### src/otp_page1_status_pkg.sv
// Package with register map, field positions and event layout for the page one status block.
package otp_page1_status_pkg;

   localparam int ADDR_W = 12;
   localparam logic [ADDR_W-1:0] STATUS_ADDR = 12'h51A;
   localparam logic [ADDR_W-1:0] EVENT_ADDR = 12'h520;
   localparam logic [ADDR_W-1:0] MASK_ADDR = 12'h521;
   localparam logic [ADDR_W-1:0] CTRL_ADDR = 12'h522;

   localparam int LOADED_BIT = 7;
   localparam int WARN_BIT = 6;
   localparam int LOAD_ERR_BIT = 5;
   localparam int FMT_BIT = 4;
   localparam int VALID_BIT = 3;
   localparam int LOW_CLEAR_BIT = 2;
   localparam int HIGH_CLEAR_BIT = 1;
   localparam int TRY_BIT = 0;

   localparam logic [7:0] STATUS_RESET = 8'h00;
   localparam logic [7:0] EVENT_RESET = 8'h00;
   localparam logic [7:0] MASK_RESET = 8'h00;
   localparam logic PAGE_ONE = 1'b0;

   // Event bits: 0 load done, 1 programming done, 2 programming refused.
   localparam int EV_LOAD = 0;
   localparam int EV_PROG = 1;
   localparam int EV_FAULT = 2;

   typedef struct packed {
      logic done;
      logic single_fixed;
      logic double_found;
   } load_result_t;

   typedef struct packed {
      logic start;
      logic page_choice;
      logic done;
      logic success;
      logic supply_low;
      logic supply_high;
   } prog_result_t;

endpackage : otp_page1_status_pkg

### src/otp_page1_status.sv
// Page one status register with load and programming history tracking.
`timescale 1ns/1ps

module otp_page1_status
(
   input wire logic clk,
   input wire logic reset,
   input wire logic [otp_page1_status_pkg::ADDR_W-1:0] addr,
   input wire logic [7:0] wdata,
   input wire logic wr,
   input wire logic rd,
   output logic [7:0] rdata,
   input wire otp_page1_status_pkg::load_result_t load_res,
   input wire otp_page1_status_pkg::prog_result_t prog_res,
   output logic programming_fault,
   output logic prog_allowed,
   output logic irq
);
   import otp_page1_status_pkg::*;

   logic loaded_q, warn_q, load_err_q, valid_q;
   logic low_clear_q, high_clear_q, try_q;
   logic fmt_fault;
   logic [7:0] status;
   logic [7:0] event_q, mask_q, events;
   logic fault_q, active_q;
   logic mine_start, refuse;

   ////////////////////////////////////////////////////////////////////////////
   // Status bits. Nothing written by software reaches them.

   assign fmt_fault = (low_clear_q | high_clear_q) & ~try_q;
   assign mine_start = prog_res.start & (prog_res.page_choice == PAGE_ONE);
   assign refuse = mine_start & (try_q | fmt_fault);
   assign prog_allowed = ~(try_q | fmt_fault);

   always_ff @(posedge clk or posedge reset)
   begin
      if (reset)
      begin
         loaded_q <= 1'b0;
         warn_q <= 1'b0;
         load_err_q <= 1'b0;
      end
      else if (load_res.done)
      begin
         loaded_q <= 1'b1;
         warn_q <= load_res.single_fixed & ~load_res.double_found;
         load_err_q <= load_res.double_found;
      end
   end

   // An attempt in flight belongs to page one only if accepted at its start.
   always_ff @(posedge clk or posedge reset)
   begin
      if (reset)
         active_q <= 1'b0;
      else if (mine_start & ~refuse)
         active_q <= 1'b1;
      else if (prog_res.done)
         active_q <= 1'b0;
   end

   always_ff @(posedge clk or posedge reset)
   begin
      if (reset)
         try_q <= 1'b0;
      else if (mine_start & ~refuse)
         try_q <= 1'b1;
   end

   // The supply flags are active low: overvoltage pulls the low flag too.
   always_ff @(posedge clk or posedge reset)
   begin
      if (reset)
      begin
         low_clear_q <= 1'b0;
         high_clear_q <= 1'b0;
         valid_q <= 1'b0;
      end
      else if (active_q & prog_res.done)
      begin
         low_clear_q <= ~(prog_res.supply_low | prog_res.supply_high);
         high_clear_q <= ~prog_res.supply_high;
         valid_q <= prog_res.success & ~prog_res.supply_low
                    & ~prog_res.supply_high;
      end
   end

   always_ff @(posedge clk or posedge reset)
   begin
      if (reset)
         fault_q <= 1'b0;
      else if (refuse)
         fault_q <= 1'b1;
      else if (mine_start)
         fault_q <= 1'b0;
   end
   assign programming_fault = fault_q;

   assign status = {loaded_q, warn_q, load_err_q, fmt_fault,
                    valid_q, low_clear_q, high_clear_q, try_q};

   ////////////////////////////////////////////////////////////////////////////
   // Sticky events, cleared by writing one; a new event wins over the clear.

   always_comb
   begin
      events = 8'h00;
      events[EV_LOAD] = load_res.done;
      events[EV_PROG] = active_q & prog_res.done;
      events[EV_FAULT] = refuse;
   end

   always_ff @(posedge clk or posedge reset)
   begin
      if (reset)
         event_q <= EVENT_RESET;
      else if (wr && addr == EVENT_ADDR)
         event_q <= (event_q & ~wdata) | events;
      else
         event_q <= event_q | events;
   end

   always_ff @(posedge clk or posedge reset)
   begin
      if (reset)
         mask_q <= MASK_RESET;
      else if (wr && addr == MASK_ADDR)
         mask_q <= wdata;
   end

   assign irq = |(event_q & mask_q);

   ////////////////////////////////////////////////////////////////////////////
   // Read port: data one cycle after the strobe, zero otherwise.

   always_ff @(posedge clk or posedge reset)
   begin
      if (reset)
         rdata <= 8'h00;
      else if (rd)
      begin
         unique case (addr)
            STATUS_ADDR: rdata <= status;
            EVENT_ADDR: rdata <= event_q;
            MASK_ADDR: rdata <= mask_q;
            CTRL_ADDR: rdata <= {6'h00, prog_allowed, fault_q};
            default: rdata <= 8'h00;
         endcase
      end
      else
         rdata <= 8'h00;
   end

endmodule : otp_page1_status

### config.mk
export PLATFORM = sky130hd
export DESIGN_NAME = otp_page1_status
export DESIGN_NICKNAME = d
export VERILOG_FILES = /design/src/otp_page1_status_pkg.sv /design/src/otp_page1_status.sv
export SDC_FILE = /design/constraint.sdc
export NUM_CORES = 1
export LEC_CHECK = 0
export ABC_AREA = 1
export ABC_CLOCK_PERIOD_IN_PS = 1100
export BUFFER_PORTS_ARGS = -buffer_cell sky130_fd_sc_hd__buf_2
export CORE_MARGIN = 5
export CORE_UTILIZATION = 40
export DETAILED_ROUTE_END_ITERATION = 10
export SETUP_SLACK_MARGIN = 0.3
export SLEW_MARGIN = 40
export SYNTH_ARGS = -nofsm -noshare
export SYNTH_HDL_FRONTEND = slang
export SYNTH_SLANG_ARGS = --single-unit
### constraint.sdc
create_clock -name clk -period 1.1 [get_ports clk]
set_input_delay 0.055 -clock clk [delete_from_list [all_inputs] [get_ports clk]]
set_output_delay 0.055 -clock clk [all_outputs]
set_load 0.01 [all_outputs]
==> results of run 1 <==
[kinds of logic (layout without fill, tap and decap cells)]
| logic type | count (synthesis) | after routing | synth area share [%] |
|---|---|---|---|
| buf+inv | 35 | 131 | 8.39 |
| flops | 33 | 33 | 47.3 |
| compound gates | 24 | 24 | 10.4 |
| simple gates | 122 | 123 | 33.9 |
[power groups by stage]
stage | clock network, mW | registers [mW] | logic (mW)
6_report | 0.954 | 1.25 | 0.328
5_1_grt | 1.01 | 1.25 | 0.363
4_1_cts | 0.967 | 1.25 | 0.279
3_5_place_dp | 0 | 1.28 | 0.228
3_3_place_gp | 0 | 1.28 | 0.227
2_1_floorplan | 0 | 1.27 | 0.116
[cell type report]
| cell class | count | area share (%) |
|---|---|---|
| multi-input combinational | 147 | 36.2 |
| sequential | 33 | 28.8 |
| timing repair buffer | 91 | 24.8 |
| inverter | 33 | 4.83 |
| clock buffer | 6 | 2.87 |
| tap | 52 | 2.26 |
| clock inverter | 1 | 0.261 |
[stage by stage]
| step | util (%) | TNS, ns |
|---|---|---|
| 2_1_floorplan | - | 0 |
| 3_3_place_gp | 52.2 | -0.499 |
| 3_5_place_dp | 52.2 | -0.937 |
| 4_1_cts | 62.2 | -0.510 |
| 5_1_grt | 67.0 | -0.930 |
| 6_report | 67.0 | -0.640 |
[sequential cells by signal (all words and copies together) (netlist names)]
register / flops
event_q: 8
mask_q: 8
rdata: 8
active_q: 1
high_clear_q: 1
load_err_q: 1
loaded_q: 1
low_clear_q: 1
programming_fault: 1
try_q: 1
valid_q: 1
warn_q: 1
[cells in the mapped netlist (all sizes together)]
cell type  instances  area [um^2]
o21a               5         37.5
a221oi             2         17.5
dfrtp             33          826
nand3             29          168
nand2             50          205
nor3               2         15.0
or2                3         18.8
nor2              38          185
o21ai             17          126
buf                2         22.5
inv               33          124
[worst paths after layout]
check / startpoint / end / slack [ns] / depth (start not counted)
min in group asynchronous: reset / rdata[3] / 0.35 / 4
min: wdata[5] / mask_q[5] / 0.01 / 3
max: mask_q[3] / irq / -0.16 / 5
min reg2reg: loaded_q / loaded_q / 0.48 / 1
max in group asynchronous: reset / high_clear_q / 0.48 / 4
max reg2reg: high_clear_q / active_q / -0.10 / 7
[repair_timing]
item                                    4_1_cts  5_1_grt
setup buffers                                20        6
hold endpoints to repair                     39        0
resized for setup                            27       51
hold buffers                                  8        0
gates cloned                                  1        0
endpoints found under the setup margin       40       77
pin swaps                                    19       24
[worst max-delay path: cells and delay by family (launching register included)]
family	cells	cell delay, ns
AOI/OAI and AO/OA	1	0.18
DFF	1	0.39
and+or+nand+nor	3	0.21
buffers and inverters	1	0.14
[per-layer routing]
layer	GRT usage (%)	vias up
met5	0	-
met4	4.72	0
met3	4.85	7
met2	25.7	43
met1	21.8	796
li1	-	869
==> impl_metrics.py, run 1 <==
metrics = {
    "timing": {
        "worst_slack_ns": -0.163,
        "post-route-period-util_pct": 115,
        "hold_slack_ns": 0.0133,
        "fin_crit_ns": 1.26,
        "setup_violations": 6,
        "slew_viol_final": 0,
        "fmax_ghz": 0.792,
        "max_slew_margin_pct": 79.7,
        "hold_violations": 0,
        "skew_ns": 0.00470,
        "worst_slew_pin_slew_ns": 0.304,
        "rsz0062_at_grt": "true",
    },
    "placed_design": {
        "portBuffers": 43,
        "place_area_mm2": 0.00224,
        "gp_congestion": 0.808,
        "dp_hpwl_mm": 3.12,
        "dp_slack_ns": -0.0833,
        "placed_cells": 321,
    },
    "drt": {
        "drtIter0Drc": 80,
        "route.detailed.drc": 0,
        "wl_met1_mm": 2.15,
        "dr.pass1.iters": 4,
        "routedWlPerCell_um": 13.0,
        "top_layer": "met4",
        "routed_wl_mm": 4.72,
        "wl_met3_um": 247,
        "postRouteAntennaNets": 0,
        "wl_met2_mm": 2.27,
        "vias": 1715,
        "viasPerCell": 4.72,
    },
    "final_layout": {
        "seq_area_um2": 828,
        "layout-drive-gt1-share_pct": 58.2,
        "multi_input_area_mm2": 0.00104,
        "area_delta_synth_final_pct": 64.7,
        "nets": 344,
        "fill_cells": 338,
        "instances_no_fill": 363,
        "diodes": 0,
        "fin_area_mm2": 0.00288,
        "layout_common_cells": "buf_2, nand2_1, dfrtp_1",
        "final_common_cell": "buf_2",
    },
    "cts": {
        "clockBufferDepth": 2,
        "numCtsBuffers": 5,
        "path_clk_slew_ns": 0.07,
        "clk_latency_ns": 0.29,
        "cts_num_sinks": 33,
        "htree_levels": 2,
        "cts_root_buffer": "clkbuf_8",
        "cts_tree": "built",
    },
    "yosys": {
        "syn-num-nets": 247,
        "syn_area_mm2": 0.00175,
        "synth_cell_type_count": 22,
        "ys_ff_latch": 33,
        "yosys_warnings": 0,
        "synthCells": 214,
        "seq_area_frac_synth_pct": 47.3,
        "avgSynthCellArea_um2": 8.16,
    },
    "floorplanning": {
        "die_y_um": 76.1,
        "dieArea_mm2": 0.00578,
        "coreArea_mm2": 0.00429,
        "rows": 24,
        "io_pins": 44,
        "die_x_um": 76.1,
        "floorplan.initialDensity_pct": 40.6,
    },
    "grt": {
        "track_usage_pct": 16.3,
        "grt_pass1_vias": 1656,
        "grt_max_degree": 34,
        "grt_antenna_before_repair": 0,
        "grt_pass1_wl_mm": 7.66,
        "overflow": 0,
    },
    "critical_path": {
        "crit_chain": "nand2_1 > nand2_1 > a221oi_2 > nand2_1 > buf_2",
        "crit_required_ns": 1.04,
        "crit_arrival_ns": 1.21,
        "slowest_delay_ns": 0.39,
        "crit_top_cell": "nand2_1",
        "setup.worst_path.start_class": "flip-flop",
        "crit_path_max_fanout": 2,
        "worstSetupPathType": "flip-flop to primary output",
        "critPathSlowestCell": "dfrtp_1",
        "end_kind": "primary output",
    },
    "pwr": {
        "switching_power_mw": 0.649,
        "power_mw": 2.54,
        "power.leakage_nw": 1.41,
        "peakVddDrop_mv": 0.725,
        "p_per_area_mw_per_mm2": 882,
        "seqPwrFrac_pct": 49.4,
        "power_frac_comb_pct": 12.9,
        "switching_share_pct": 25.6,
        "intPower_mw": 1.89,
        "p_clk_share_pct": 37.6,
    },
    "worst_hold_path": {
        "hp-class": "input port to flip-flop",
    },
    "status": {
        "status": "finished, violations left",
        "violations": "setup timing",
    },
    "run": {
        "maxCapViolCount": 0,
    },
}
(Power assumes the default switching activity.)
==> run 2: changes to the inputs <==
Settings changed: ABC_CLOCK_PERIOD_IN_PS 1100 to not set, CTS_BUF_LIST set to sky130_fd_sc_hd__clkbuf_16.
==> impl_metrics.py, run 2 (synthesis results as in run 1) <==
metrics = {
    "status": {
        "status": "finished, violations left",
        "violations": "setup timing",
    },
    "worst_hold_path": {
        "hp-class": "input port to flip-flop",
    },
    "placed_design": {
        "gp_congestion": 0.808,
        "placed_cells": 321,
        "portBuffers": 43,
        "dp_hpwl_mm": 3.12,
    },
    "final_layout": {
        "nets": 339,
        "final_common_cell": "buf_2",
        "diodes": 0,
        "seq_area_um2": 828,
        "multi_input_area_mm2": 0.00105,
        "area_delta_synth_final_pct": 64.3,
        "layout_common_cells": "buf_2, nand2_1, dfrtp_1",
        "layout-drive-gt1-share_pct": 58.5,
        "instances_no_fill": 358,
        "fill_cells": 341,
        "top_regs": "event_q: 8 flops, mask_q: 8 flops, rdata: 8 flops",
    },
    "critical_path": {
        "worstReg2RegStart": "try_q",
        "crit_top_cell": "nand2_1",
        "crit_required_ns": 1.04,
        "crit_arrival_ns": 1.20,
        "critPathCapture": "irq",
        "r2r_cells": 7,
        "crit_path_max_fanout": 2,
        "rrSetupSlack_ns": -0.10,
        "path_delay_family": "flip-flops",
        "cp_num_buf_inv": 1,
        "worstSetupPathType": "flip-flop to primary output",
        "end_kind": "primary output",
        "crit_start": "event_q[4]",
        "crit_chain": "nand2_1 > nand2_1 > a221oi_2 > nand2_1 > buf_2",
        "critPathSlowestCell": "dfrtp_1",
        "slowest_delay_ns": 0.40,
        "setup.worst_path.start_class": "flip-flop",
        "regToRegEndpoint": "rdata[1]",
        "path_depth": 5,
    },
    "grt": {
        "grt_max_degree": 34,
        "overflow": 0,
        "grt_antenna_before_repair": 0,
        "grt_pass1_wl_mm": 7.64,
        "grt_pass1_vias": 1636,
        "track_usage_pct": 16.3,
    },
    "floorplanning": {
        "floorplan.initialDensity_pct": 40.6,
        "coreArea_mm2": 0.00429,
        "dieArea_mm2": 0.00578,
        "io_pins": 44,
        "rows": 24,
        "die_y_um": 76.1,
        "die_x_um": 76.1,
    },
    "pwr": {
        "seqPwrFrac_pct": 43.9,
        "peakVddDrop_mv": 0.764,
        "switching_power_mw": 0.681,
        "p_clk_share_pct": 45.9,
        "intPower_mw": 2.19,
        "power.leakage_nw": 1.40,
        "switching_share_pct": 23.8,
        "p_per_area_mw_per_mm2": 1000,
        "power_frac_comb_pct": 10.3,
    },
    "timing": {
        "post-route-period-util_pct": 114,
        "rsz0062_at_grt": "true",
        "slew_viol_final": 0,
        "fin_crit_ns": 1.25,
        "hold_violations": 0,
        "setup_violations": 7,
        "max_slew_margin_pct": 80.2,
        "worst_slew_pin_slew_ns": 0.297,
        "fmax_ghz": 0.797,
        "skew_ns": 0.00237,
        "hold_slack_ns": 0.00573,
        "worst_slack_ns": -0.154,
    },
    "cts": {
        "clk_latency_ns": 0.28,
        "clockBufferDepth": 2,
        "cts_num_sinks": 33,
        "numCtsBuffers": 5,
        "cts_tree": "built",
        "htree_levels": 2,
        "path_clk_slew_ns": 0.05,
        "cts_root_buffer": "clkbuf_16",
    },
    "drt": {
        "dr.pass1.iters": 7,
        "viasPerCell": 4.76,
        "route.detailed.drc": 0,
        "routedWlPerCell_um": 13.2,
        "vias": 1705,
        "drtIter0Drc": 78,
        "postRouteAntennaNets": 0,
        "routed_wl_mm": 4.71,
    },
    "run": {
        "maxCapViolCount": 0,
    },
}
## run 2: area by class of cell
class / count / share of cell area, %
clock inverter: 2 / 0.393
sequential: 33 / 28.9
multi-input combinational: 147 / 36.5
tap: 52 / 2.27
timing repair buffer: 86 / 22.7
inverter: 33 / 4.84
clock buffer: 5 / 4.36
## run 2: through the flow
step	total power [mW]	setup slack, ns	util, %	setup TNS [ns]	instance area, um^2
2_1_floorplan	1.39	0.0732	-	0	1880
3_3_place_gp	1.50	-0.0527	52.2	-0.499	2240
3_5_place_dp	1.50	-0.0833	52.2	-0.937	2240
4_1_cts	2.86	-0.141	62.4	-0.453	2680
5_1_grt	2.98	-0.225	66.8	-0.989	2870
6_report	2.87	-0.154	66.8	-0.643	2870
## run 2: worst min path at each step
| stage | start | to | slack [ns] | cells past startpoint |
|---|---|---|---|---|
| 6_report | load_res[2] | warn_q | 0.006 | 2 |
| 5_1_grt | load_res[2] | loaded_q | 0.02 | 2 |
| 4_1_cts | load_res[2] | warn_q | 0.002 | 2 |
| 3_5_place_dp | reset | rdata[6] | 0.16 | 3 |
| 3_3_place_gp | reset | rdata[6] | 0.16 | 3 |
| 2_1_floorplan | prog_res[3] | active_q | 0.14 | 1 |
## run 2: timing repair
item                                    in CTS  in global routing
hold buffers                                 3                  0
cloned                                       1                  0
setup buffers                               20                  6
endpoints found under the hold margin       35                  0
endpoints found under the setup margin      40                 74
resized for setup                           31                 41
pin swaps                                   27                 23
## run 2: power groups by stage
| stage | combinational, mW | sequential [mW] | clock, mW |
|---|---|---|---|
| finish | 0.295 | 1.26 | 1.31 |
| global route | 0.328 | 1.26 | 1.40 |
| CTS | 0.271 | 1.25 | 1.33 |
| detailed placement | 0.228 | 1.28 | 0 |
| global placement | 0.227 | 1.28 | 0 |
| floorplan | 0.116 | 1.27 | 0 |
## run 2: routing by layer
layer / vias to the layer above / global-route usage, % / part of all wire, %
met5: - / 0 / 0
li1: 861 / - / -
met3: 7 / 4.14 / 5.2
met4: 0 / 4.72 / 1.1
met1: 792 / 22.1 / 44
met2: 45 / 25.9 / 49
## run 2: worst register-to-register path, cell delays in order, from the launching register on
cell and delay [ns]:
dfrtp_2 0.43, nor3_4 0.23, buf_4 0.14, buf_6 0.10, nand3_2 0.07, nand2_2 0.07
nor2_2 0.04, nor2_2 0.06
